**src/hdl/irq_ctrl_pkg.sv**
```systemverilog
// Package: constants and carrier types of the interrupt entry/exit control
package irq_ctrl_pkg;
  // Register port offsets
  localparam logic [3:0] OFS_CONTROL  = 4'h0;  // Global and group enables
  localparam logic [3:0] OFS_ENABLE   = 4'h1;  // Per-source enables
  localparam logic [3:0] OFS_FLAGS    = 4'h2;  // Sticky flags (read only)
  localparam logic [3:0] OFS_CLEAR    = 4'h3;  // Write one to clear flag
  localparam logic [3:0] OFS_GROUPMAP = 4'h4;  // 1 = source in peripheral group
  localparam logic [3:0] OFS_STATE    = 4'h5;  // Entry machine state
  // Field positions inside the control register
  localparam int CTL_GIE_BIT  = 7;             // Global enable bit
  localparam int CTL_PERIPHERAL_GROUP_IRQ_ENABLE_BIT = 6;             // Peripheral group enable bit
  // Reset values
  localparam logic [7:0] RST_ENABLE   = 8'h00; // All sources disabled
  localparam logic [7:0] RST_GROUPMAP = 8'hfe; // Source 0 core, rest peripheral
  // Fixed vector and phase timing
  localparam logic [15:0] IRQ_VECTOR  = 16'h0004; // Interrupt vector address
  localparam logic [1:0]  PHASE_Q1    = 2'h0;     // First quarter-phase code
  localparam int          PC_W        = 16;       // Program counter width
  localparam int          CTX_W       = 32;       // Saved context width

  // Entry sequence states, one-hot
  typedef enum logic [2:0] {
    ST_RUN   = 3'b001,  // Running normally
    ST_WAIT  = 3'b010,  // Accepted, waiting for instruction end
    ST_ENTER = 3'b100   // Performing the vector jump
  } entry_state_t;

  // Requests from software to the register port
  typedef struct packed {
    logic [3:0] addr;   // Register offset
    logic [7:0] wdata;  // Write data
    logic       wr;     // Write strobe
    logic       rd;     // Read strobe
  } reg_req_t;

  // Core-side handshake into the controller
  typedef struct packed {
    logic [1:0]      phase;     // Quarter-phase counter of the core
    logic            instr_end; // Current instruction retires this cycle
    logic            return_from_irq_instruction;    // Return-from-irq instruction executes
    logic [PC_W-1:0] pc;        // Current program counter
    logic [CTX_W-1:0] ctx;      // Live critical core registers
  } core_in_t;

  // Commands to the core
  typedef struct packed {
    logic             flush;     // Discard the prefetched instruction
    logic             push;      // Push push_pc onto the return stack
    logic [PC_W-1:0]  push_pc;   // Value pushed
    logic             load_pc;   // Load new_pc into the program counter
    logic [PC_W-1:0]  new_pc;    // Vector address
    logic             pop;       // Pop the return stack into the PC
    logic             restore;   // Write shadow back into core registers
    logic [CTX_W-1:0] shadow;    // Saved context
  } core_out_t;
endpackage

```
**src/hdl/irq_entry_exit_ctrl.sv**
```systemverilog
// Interrupt flag, enable and entry/exit sequencing for the core
`timescale 1ns/1ps
module irq_entry_exit_ctrl
  import irq_ctrl_pkg::*;
#(
  parameter int N_SRC = 8                       // Number of sources
) (
  input  wire logic                 clk_sys_in,   // Instruction clock
  input  wire logic                 rst_n_in,     // Async reset, low
  input  wire logic [N_SRC-1:0]     event_in,     // Source event pulses
  input  wire irq_ctrl_pkg::reg_req_t  reg_in,    // Register port request
  output logic      [7:0]           rdata_out,    // Read data, next cycle
  input  wire irq_ctrl_pkg::core_in_t  core_in,   // Core status
  output irq_ctrl_pkg::core_out_t   core_out,     // Commands to the core
  output logic                      irq_out       // Enabled flag pending
);
  import irq_ctrl_pkg::*;

  // Whole module state
  typedef struct packed {
    logic             global_irq_enable;      // Global enable
    logic             peripheral_group_irq_enable;     // Peripheral group enable
    logic [N_SRC-1:0] en;       // Per-source enable
    logic [N_SRC-1:0] grp;      // Source belongs to peripheral group
    logic [N_SRC-1:0] flags;    // Sticky flags
    entry_state_t     st;       // Entry sequence state
    logic [7:0]       rdata;    // Read data register
    core_out_t        co;       // Registered core commands
    logic [CTX_W-1:0] shadow;   // Shadow copy of context
  } state_t;

  state_t r;       // Current state
  state_t next_r;  // Next state

  // Enabled pending request of the flags given
  function automatic logic pending(input logic [N_SRC-1:0] f,
                                   input logic [N_SRC-1:0] e,
                                   input logic [N_SRC-1:0] g,
                                   input logic             pe);
    pending = |(f & e & (~g | {N_SRC{pe}}));
  endfunction

  // Read mux of the register port
  function automatic logic [7:0] read_reg(input state_t s,
                                          input logic [3:0] a);
    logic [7:0] v;
    v = 8'h00;
    unique case (a)
      OFS_CONTROL: begin
        v[CTL_GIE_BIT]  = s.global_irq_enable;
        v[CTL_PERIPHERAL_GROUP_IRQ_ENABLE_BIT] = s.peripheral_group_irq_enable;
      end
      OFS_ENABLE:   v = 8'(s.en);
      OFS_FLAGS:    v = 8'(s.flags);     // Polled by software
      OFS_GROUPMAP: v = 8'(s.grp);
      OFS_STATE:    v = 8'(s.st);
      default:      v = 8'h00;           // Unmapped and write-only read 0
    endcase
    read_reg = v;
  endfunction

  logic req;  // Request seen by the core
  assign req = pending(r.flags, r.en, r.grp, r.peripheral_group_irq_enable);

  // Next-state logic
  always_comb begin
    next_r = r;
    next_r.co.flush   = 1'b0;
    next_r.co.push    = 1'b0;
    next_r.co.load_pc = 1'b0;
    next_r.co.pop     = 1'b0;
    next_r.co.restore = 1'b0;
    next_r.rdata      = 8'h00;
    // Register reads answered one cycle later
    if (reg_in.rd) begin
      next_r.rdata = read_reg(r, reg_in.addr);
    end
    // Register writes; software clears flags before return
    if (reg_in.wr) begin
      unique case (reg_in.addr)
        OFS_CONTROL: begin
          next_r.global_irq_enable  = reg_in.wdata[CTL_GIE_BIT];
          next_r.peripheral_group_irq_enable = reg_in.wdata[CTL_PERIPHERAL_GROUP_IRQ_ENABLE_BIT];
        end
        OFS_ENABLE:   next_r.en    = reg_in.wdata[N_SRC-1:0];
        OFS_CLEAR:    next_r.flags = r.flags & ~reg_in.wdata[N_SRC-1:0];
        OFS_GROUPMAP: next_r.grp   = reg_in.wdata[N_SRC-1:0];
        default: ;
      endcase
    end
    // Events set flags regardless of enables; set beats clear
    next_r.flags = next_r.flags | event_in;
    // Entry sequence
    unique case (r.st)
      ST_RUN: begin
        // Sample only in the first quarter-phase
        // Held while global enable clear
        if (core_in.phase == PHASE_Q1 && r.global_irq_enable && req) begin
          next_r.global_irq_enable    = 1'b0;
          next_r.co.flush = 1'b1;
          next_r.st     = ST_WAIT;
        end else if (core_in.return_from_irq_instruction) begin
          next_r.co.pop     = 1'b1;
          next_r.co.restore = 1'b1;
          next_r.global_irq_enable        = 1'b1;
        end
      end
      ST_WAIT: begin
        // Latency follows the instruction in progress
        if (core_in.instr_end) begin
          next_r.st = ST_ENTER;
        end
      end
      ST_ENTER: begin
        next_r.co.push    = 1'b1;
        next_r.co.push_pc = core_in.pc;
        next_r.shadow     = core_in.ctx;
        next_r.co.load_pc = 1'b1;
        next_r.co.new_pc  = IRQ_VECTOR;
        next_r.st         = ST_RUN;
      end
      default: next_r.st = ST_RUN;
    endcase
    next_r.co.shadow = next_r.shadow;
  end

  // State register; every reset clears all enables
  always_ff @(posedge clk_sys_in or negedge rst_n_in) begin
    if (!rst_n_in) begin
      r       <= '0;
      r.global_irq_enable   <= 1'b0;
      r.peripheral_group_irq_enable  <= 1'b0;
      r.en    <= N_SRC'(RST_ENABLE);
      r.grp   <= N_SRC'(RST_GROUPMAP);
      r.st    <= ST_RUN;
    end else begin
      r <= next_r;
    end
  end

  // Outputs
  assign rdata_out = r.rdata;
  assign core_out  = r.co;
  assign irq_out   = req & r.global_irq_enable;
endmodule // irq_entry_exit_ctrl

```
**config.mk**
```make
export PLATFORM = sky130hd
export DESIGN_NAME = irq_entry_exit_ctrl
export DESIGN_NICKNAME = d
export VERILOG_FILES = /design/src/hdl/irq_ctrl_pkg.sv /design/src/hdl/irq_entry_exit_ctrl.sv
export SDC_FILE = /design/constraint.sdc
export NUM_CORES = 1
export LEC_CHECK = 0
export BUFFER_PORTS_ARGS = -buffer_cell sky130_fd_sc_hd__buf_2
export CAP_MARGIN = 20
export CORE_MARGIN = 2
export CORE_UTILIZATION = 35
export CTS_BUF_LIST = sky130_fd_sc_hd__clkbuf_2
export CTS_CLUSTER_SIZE = 12
export DETAILED_ROUTE_END_ITERATION = 7
export PLACE_DENSITY = 0.64
export REMOVE_ABC_BUFFERS = 1
export SKIP_LAST_GASP = 1
export SYNTH_ARGS = -nofsm -noshare
export SYNTH_HDL_FRONTEND = slang
export SYNTH_SLANG_ARGS = --single-unit
```
**constraint.sdc**
```tcl
create_clock -name clk_sys_in -period 1.65 [get_ports clk_sys_in]
set_input_delay 0.0825 -clock clk_sys_in [delete_from_list [all_inputs] [get_ports clk_sys_in]]
set_output_delay 0.0825 -clock clk_sys_in [all_outputs]
set_load 0.05 [all_outputs]
```
==> results.md, run 1 <==
- Number of synthesized flops with an enable pin: 0
- Sequential cell area: 2240 um2
- DRC: 0
- Root buffer cell: clkbuf_2
- IO buf count: 138
- CTS tree: done
- Cell internal pwr: 3.66 mW
- Total GRT Usage: 15.6%
- Violated checks: negative setup slack
- Clock slew at reported path FFs: 240 ps
- Sw power: 2.03 mW
- Max_cap viols: 0
- Worst VDD drop: 0.524 mV
- Yosys reg bits: 89
- Skew-Pair Late Insertion Delay: 580 ps
- Crit path kind: flop to output port
- DR vias: 3,169
- Final HPWL DP: 6310 um
- Fin. Hold Viols: 0
- Comb power frac: 35.0%
- Post-Syn Area: 4250 um2
- Remaining global-route overflow: 0
- Final setup viols: 6
- Gate Count Post-Synth: 342
- Worst slack, placed: -214 ps
- Main synth FF type: dfrtp_1
- Largest net degree at the start of global routing: 51
- Iter 0 DRT Violations: 122
- Core region area: 11,900 um2
- Initial antenna violation count: 0
- Setup crit end kind: output port
- Die height: 114 um
- Syn Area/Cell: 12.4 um2
- Post-synthesis sequential area ratio: 52.7%
- Sequential Power Share: 46.9%
- Synthesis Warnings: 0
- Highest clock rate: 0.422 GHz
- Worst Setup Start Kind: flop
- Fin Hold WS: 77.5 ps
- Critical Path RT: 1570 ps
- Worst Path Arrival: 2290 ps
- Die area: 13,000 um2
- Vias in the first global route: 3,168
- Final worst setup slack: -720 ps
- Total CTS buffers: 9
- First-pass GRT wire length: 15,500 um
- Tot Pwr: 5.69 mW
- Final setup skew: 23.1 ps
- Critical path peak fanout: 2
- RSZ-0062 raised after global routing: true
- Final GP Congestion: 0.851
- Tcrit/Tclk final: 144%
- Via density: 4.57
- Clock sinks: 89
- H-tree depth: 3
- FP Rows: 40
- Ant. Diodes: 0
- CTS max path bufs: 2
- Routed Antenna Nets: 0
- Outcome: finished, violations left
- Top Ports: 154
- Die width: 114 um
- Lkg Pwr: 2.99 nW
- Wire per inst: 14.3 um
- PD cells: 966 nW/um2
- Area of the multi-input gates: 1480 um2
- Slew Limit Fails: 0
- Ys async rst share: 100%
- Sw Share: 35.7%
- Filler cell count: 1,050
- Final WL: 9930 um
- Area Overhead vs Synth: 38.7%
- Initial Utilization: 35.7%
- Nets: 618
- Cell variety after synth: 36
- Clock Power Share: 18.2%
- Fin crit period: 2370 ps
- Hold Crit Class: input port to flop
- Router iterations before antenna repair: 5
- Layout cell share with drive strength beyond 1: 49.7%
-- per-stage QoR --
step	utilization [%]	setup TNS, ps	cell area, um2	cells
finish	49.5	-975	5890	694
global route	49.5	-1180	5890	694
CTS	48.9	-1050	5830	692
detailed placement	39.9	-214	4750	579
global placement	39.9	-177	4750	579
floorplan	-	-148580	3660	269
-- critical path: stages, from the launching register on --
cell,delay [ps]
dfstp_2,580
nor2b_2,150
o22ai_2,80
or4_4,580
and2_4,170
buf_8,140
-- worst paths after layout --
check	startpoint	end	slack [ps]	cells past startpoint
max reg2reg	r[124]$_DFFE_PN1P_	r[109]$_DFFE_PN1P_	-110	5
min	reg_in[10]	r[126]$_DFFE_PN1P_	80	4
max in group asynchronous	rst_n_in	r[127]$_DFFE_PN1P_	220	4
min reg2reg	core_out[36]$_DFFE_PN0P_	core_out[36]$_DFFE_PN0P_	490	1
max	r[124]$_DFFE_PN1P_	irq_out	-720	5
min in group asynchronous	rst_n_in	r[131]$_DFFE_PN0P_	390	3
-- cell type report --
cell class / instances / area share, %
clock inverters: 5 / 0.786
multi-input cells: 180 / 25.0
flip-flops and latches: 89 / 38.0
repair buffers: 262 / 32.1
well taps: 147 / 3.12
clock buffers: 11 / 0.935
-- state kept, by name (all words and copies together), names as in the netlist --
name	cells
rdata_out	8
core_out	20
r	61
-- cell usage after synthesis, types with 2 or more instances --
| library cell | n | share of area (%) |
|---|---|---|
| o22ai_1 | 4 | 0.59 |
| mux2i_1 | 4 | 0.94 |
| nor2b_1 | 10 | 1.5 |
| buf_2 | 6 | 0.71 |
| nand3_1 | 5 | 0.59 |
| a222oi_1 | 3 | 0.71 |
| a21o_1 | 10 | 1.8 |
| nor4_1 | 2 | 0.29 |
| and2_1 | 2 | 0.29 |
| a21oi_1 | 4 | 0.47 |
| o21ai_0 | 2 | 0.24 |
| nand2b_1 | 2 | 0.29 |
| mux2_2 | 65 | 17 |
| nor2_1 | 11 | 0.97 |
| nor3b_1 | 4 | 0.71 |
| dfrtp_1 | 81 | 48 |
| nand2_1 | 20 | 1.8 |
| buf_6 | 2 | 0.53 |
| a22oi_1 | 3 | 0.53 |
| buf_4 | 78 | 14 |
| a221oi_1 | 2 | 0.41 |
| dfstp_2 | 8 | 4.9 |
-- kinds of logic (layout without fill, tap and decap cells) --
kind of cell	after synthesis	in the layout	share of synthesized area [%]
AOI/OAI and AO/OA	31	31	5.27
xor gates and xnor gates	1	1	0.206
buffers and inverters	87	278	15.1
DFF	89	89	52.7
muxes	69	69	18.2
other	1	15	0.0883
and+or+nand+nor	64	64	8.46
-- power groups by stage --
stage	clock, mW	sequential (mW)	combinational [mW]
after floorplan	0	3.24	0.540
after global placement	0	2.68	1.63
after detailed placement	0	2.70	1.64
after CTS	1.10	2.65	1.91
after global routing	1.20	2.70	2.10
final	1.03	2.67	1.99
-- layer usage --
layer | up-vias | wire, um | track usage [%]
met2 | 135 | 5140 | 27.4
li1 | 1493 | - | -
met1 | 1525 | 3960 | 17.3
met5 | - | 0 | 0
met4 | 0 | 238 | 6.75
met3 | 16 | 596 | 4.98
-- repair_timing --
| action | 4_1_cts | 5_1_grt |
|---|---|---|
| hold buffers | 93 | 1 |
| buffers inserted | 4 | 2 |
| endpoints found under the hold margin | 176 | 1 |
| pin swaps | 3 | 3 |
| setup endpoints to repair | 3 | 27 |
| gates resized for setup | 4 | 13 |
-- placed cells by master, fill, tap and decap left out, drive strengths merged --
master / instances
a221oi: 2
conb: 15
nor4: 2
nor2: 11
and2: 2
xnor2: 1
o21ai: 2
mux2i: 4
a21oi: 4
a22oi: 3
o22ai: 4
buf: 169
a222oi: 3
nor3b: 4
clkbuf: 11
a31oi: 1
a2bb2oi: 1
bufinv: 1
dfrtp: 81
a21o: 10
nand2b: 2
mux2: 65
dlygate4sd3: 93
nand3: 5
and4: 1
clkinv: 4
nor3: 2
dfstp: 8
nor4b: 2
nor2b: 10
o2bb2ai: 1
or2: 1
nand2: 21
or4: 1
(Power assumes the default switching activity.)
==> run 2, diff against run 1 <==
CELL_PAD_IN_SITES_DETAIL_PLACEMENT = 1   (was unset)
CELL_PAD_IN_SITES_GLOBAL_PLACEMENT = 2   (was unset)
CORE_UTILIZATION = 32   (was 35)
PLACE_DENSITY = 0.85   (was 0.64)
==> run 2 against run 1 <==
Critical endpoint unchanged. Core utilization fell by 4.9 points. Highest routed layer unchanged. Via count fell by 0.25%. Global-route usage increased by 1.0 points. Critical path depth up 1. The run still ends with negative setup slack left. Sequential share of layout area up 0.41 points. Worst setup slack improved by 31 ps. Routed wire length up 16%. Sequential power about the same.
==> results.md, run 2 (synthesis results as in run 1) <==
- Outcome: finished, violations left
- Violated checks: negative setup slack
- Core region area: 13,100 um2 (+9.9%)
- Die area: 14,200 um2 (+9.0%)
- Total CTS buffers: 9 (unchanged)
- Tot Pwr: 5.87 mW (+3.1%)
- Commonest non-fill, non-tap cells in the layout: buf_2, dlygate4sd3_1, dfrtp_1
- Tcrit/Tclk final: 142% (-1.9 points)
- Worst Path Arrival: 2260 ps (-30 ps)
- Ant. Diodes: 0 (unchanged)
- Top reg by flops: r
- Crit path kind: flop to output port
- Final GP Congestion: 0.846 (-0.56%)
- Highest clock rate: 0.428 GHz (+1.3%)
- Initial antenna violation count: 0 (unchanged)
- Most common cell after layout, fill and taps aside: buf_2
- Wire per inst: 16.3 um (+14%)
- Slew headroom: 59.3%
- Final WL: 11,500 um (+16%)
- Die width: 119 um (+4.4%)
- FP Rows: 42 (+5.0%)
- Area Overhead vs Synth: 37.2%
- RR Startpoint: r[136]$_DFFE_PN0P_
- CTS max path bufs: 2 (unchanged)
- CTS tree: done
- Vias in the first global route: 3,525 (+11%)
- Placed cell count: 596 (+2.9%)
- Max FFs per register: 61 (unchanged)
- Final worst setup slack: -689 ps (+31.2 ps)
- Nets: 600 (-2.9%)
- Clock sinks: 89 (unchanged)
- Worst Setup Start Kind: flop
- Worst VDD drop: 0.421 mV (-20%)
- Total GRT Usage: 16.6% (+1.0 points)
- Fin crit period: 2340 ps (-31.2 ps)
- Layout cell share with drive strength beyond 1: 49.6% (-0.10 points)
- Hold Crit Class: input port to asynchronous set/reset pin
- Slew at the pin closest to its max-slew limit: 610 ps
- Critical Path RT: 1570 ps (about the same)
- Die height: 119 um (+4.4%)
- Iter 0 DRT Violations: 130 (+6.6%)
- Via density: 4.49 (-1.7%)
- DRC: 0 (unchanged)
- Skew-Pair Late Insertion Delay: 560 ps (-20 ps)
- Slew Limit Fails: 0 (unchanged)
- PD cells: 1010 nW/um2 (+4.3%)
- First-pass GRT wire length: 18,400 um (+19%)
- Worst R2R End: core_out[33]$_DFF_PN0_
- RSZ-0062 raised after global routing: true
- Initial Utilization: 32.5% (-3.2 points)
- Critical path peak fanout: 5 (+3)
- Remaining global-route overflow: 0 (unchanged)
- Fin. Hold Viols: 0 (unchanged)
- Fin cells: 704 (+1.4%)
- Max_cap viols: 0 (unchanged)
- Routed Antenna Nets: 0 (unchanged)
- Largest net degree at the start of global routing: 90 (+76%)
- IO buf count: 138 (unchanged)
- Setup crit end kind: output port
- Router iterations before antenna repair: 7 (+2)
- Final setup viols: 4 (-2)
- Top Ports: 154 (unchanged)
- H-tree depth: 3 (unchanged)
- R2R Setup Slk: -320 ps (-210 ps)
- Final setup skew: 35.7 ps (+12.6 ps)
- Final HPWL DP: 7060 um (+12%)
- Clock slew at reported path FFs: 240 ps (about the same)
- Lkg Pwr: 2.93 nW (-2.1%)
- Root buffer cell: clkbuf_2
- DR vias: 3,161 (-0.25%)
- Reg2reg path depth: 8 (+3)
[run 2: cell types whose count changed in the layout (fill, tap and decap cells not counted)]
cell / delta
buf_4: -14
dlygate4sd3_1: -7
buf_6: +3
a31oi_1: -1
a31oi_4: +1
bufinv_16: +1
clkbuf_2: -1
clkinv_2: -1
nor2b_1: -1
nor2b_4: +1
[run 2: metrics by stage]
| stage | hold WS (ps) | area, um2 | TNS (ps) | util (%) | setup WS, ps |
|---|---|---|---|---|---|
| after global routing | 42.8 | 5830 | -1550 | 44.5 | -822 |
| final | 80.3 | 5830 | -1360 | 44.5 | -689 |
| after CTS | 22.5 | 5810 | -1090 | 44.4 | -742 |
| after global placement | 157 | 4700 | -91.7 | 35.9 | -91.7 |
| after floorplan | -213 | 3660 | -148580 | - | -2980 |
| after detailed placement | 169 | 4700 | -222 | 35.9 | -131 |
[run 2: layer usage]
layer | share of wire (%) | routed length (um) | track usage, %
met1 | 40 | 4570 | 18.6
met5 | 0 | 0 | 0
met2 | 52 | 5980 | 30.2
met4 | 1.6 | 184 | 5.51
met3 | 6.7 | 770 | 4.65
[run 2: timing repair]
item | 4_1_cts | 5_1_grt
pin swaps | 2 | 3
hold endpoints to repair | 176 | 0
hold buffers | 86 | 0
gates resized for setup | 21 | 3
buffers inserted | 5 | 2
setup endpoints to repair | 3 | 14
[run 2: how the worst max path moves through the flow]
| stage | from | endpoint | slack, ps | cells after the start |
|---|---|---|---|---|
| floorplan | r[110]$_DFFE_PN0P_ | core_out[51]$_DFFE_PN0P_ | -2980 | 2 |
| CTS | r[121]$_DFFE_PN1P_ | irq_out | -740 | 5 |
| global placement | r[123]$_DFFE_PN1P_ | irq_out | -90 | 5 |
| finish | r[136]$_DFFE_PN0P_ | irq_out | -690 | 6 |
| detailed placement | r[122]$_DFFE_PN1P_ | irq_out | -130 | 5 |
| global route | r[136]$_DFFE_PN0P_ | irq_out | -820 | 6 |
[run 2: area by class of cell]
| class | instances | area, um2 |
|---|---|---|
| Fill cell | 1423 | 7260 |
| Sequential cell | 89 | 2240 |
| Timing Repair Buffer | 244 | 1750 |
| Multi-Input combinational cell | 180 | 1500 |
| Tap cell | 176 | 220 |
| Clock inverter | 5 | 71.3 |
| Clock buffer | 10 | 50.0 |
[run 2: power by group]
group	switching (mW)	total, mW	internal (mW)
registers	0.191	2.68	2.49
clock network	0.709	1.19	0.486
logic	1.19	1.99	0.799
total	2.09	5.87	3.77
[run 2: worst max-delay path, stage by stage (launching register included)]
cell,delay (ps)
dfrtp_2,520
buf_6,150
nor2b_4,100
o22ai_2,80
or4_4,540
and2_4,160
buf_8,140
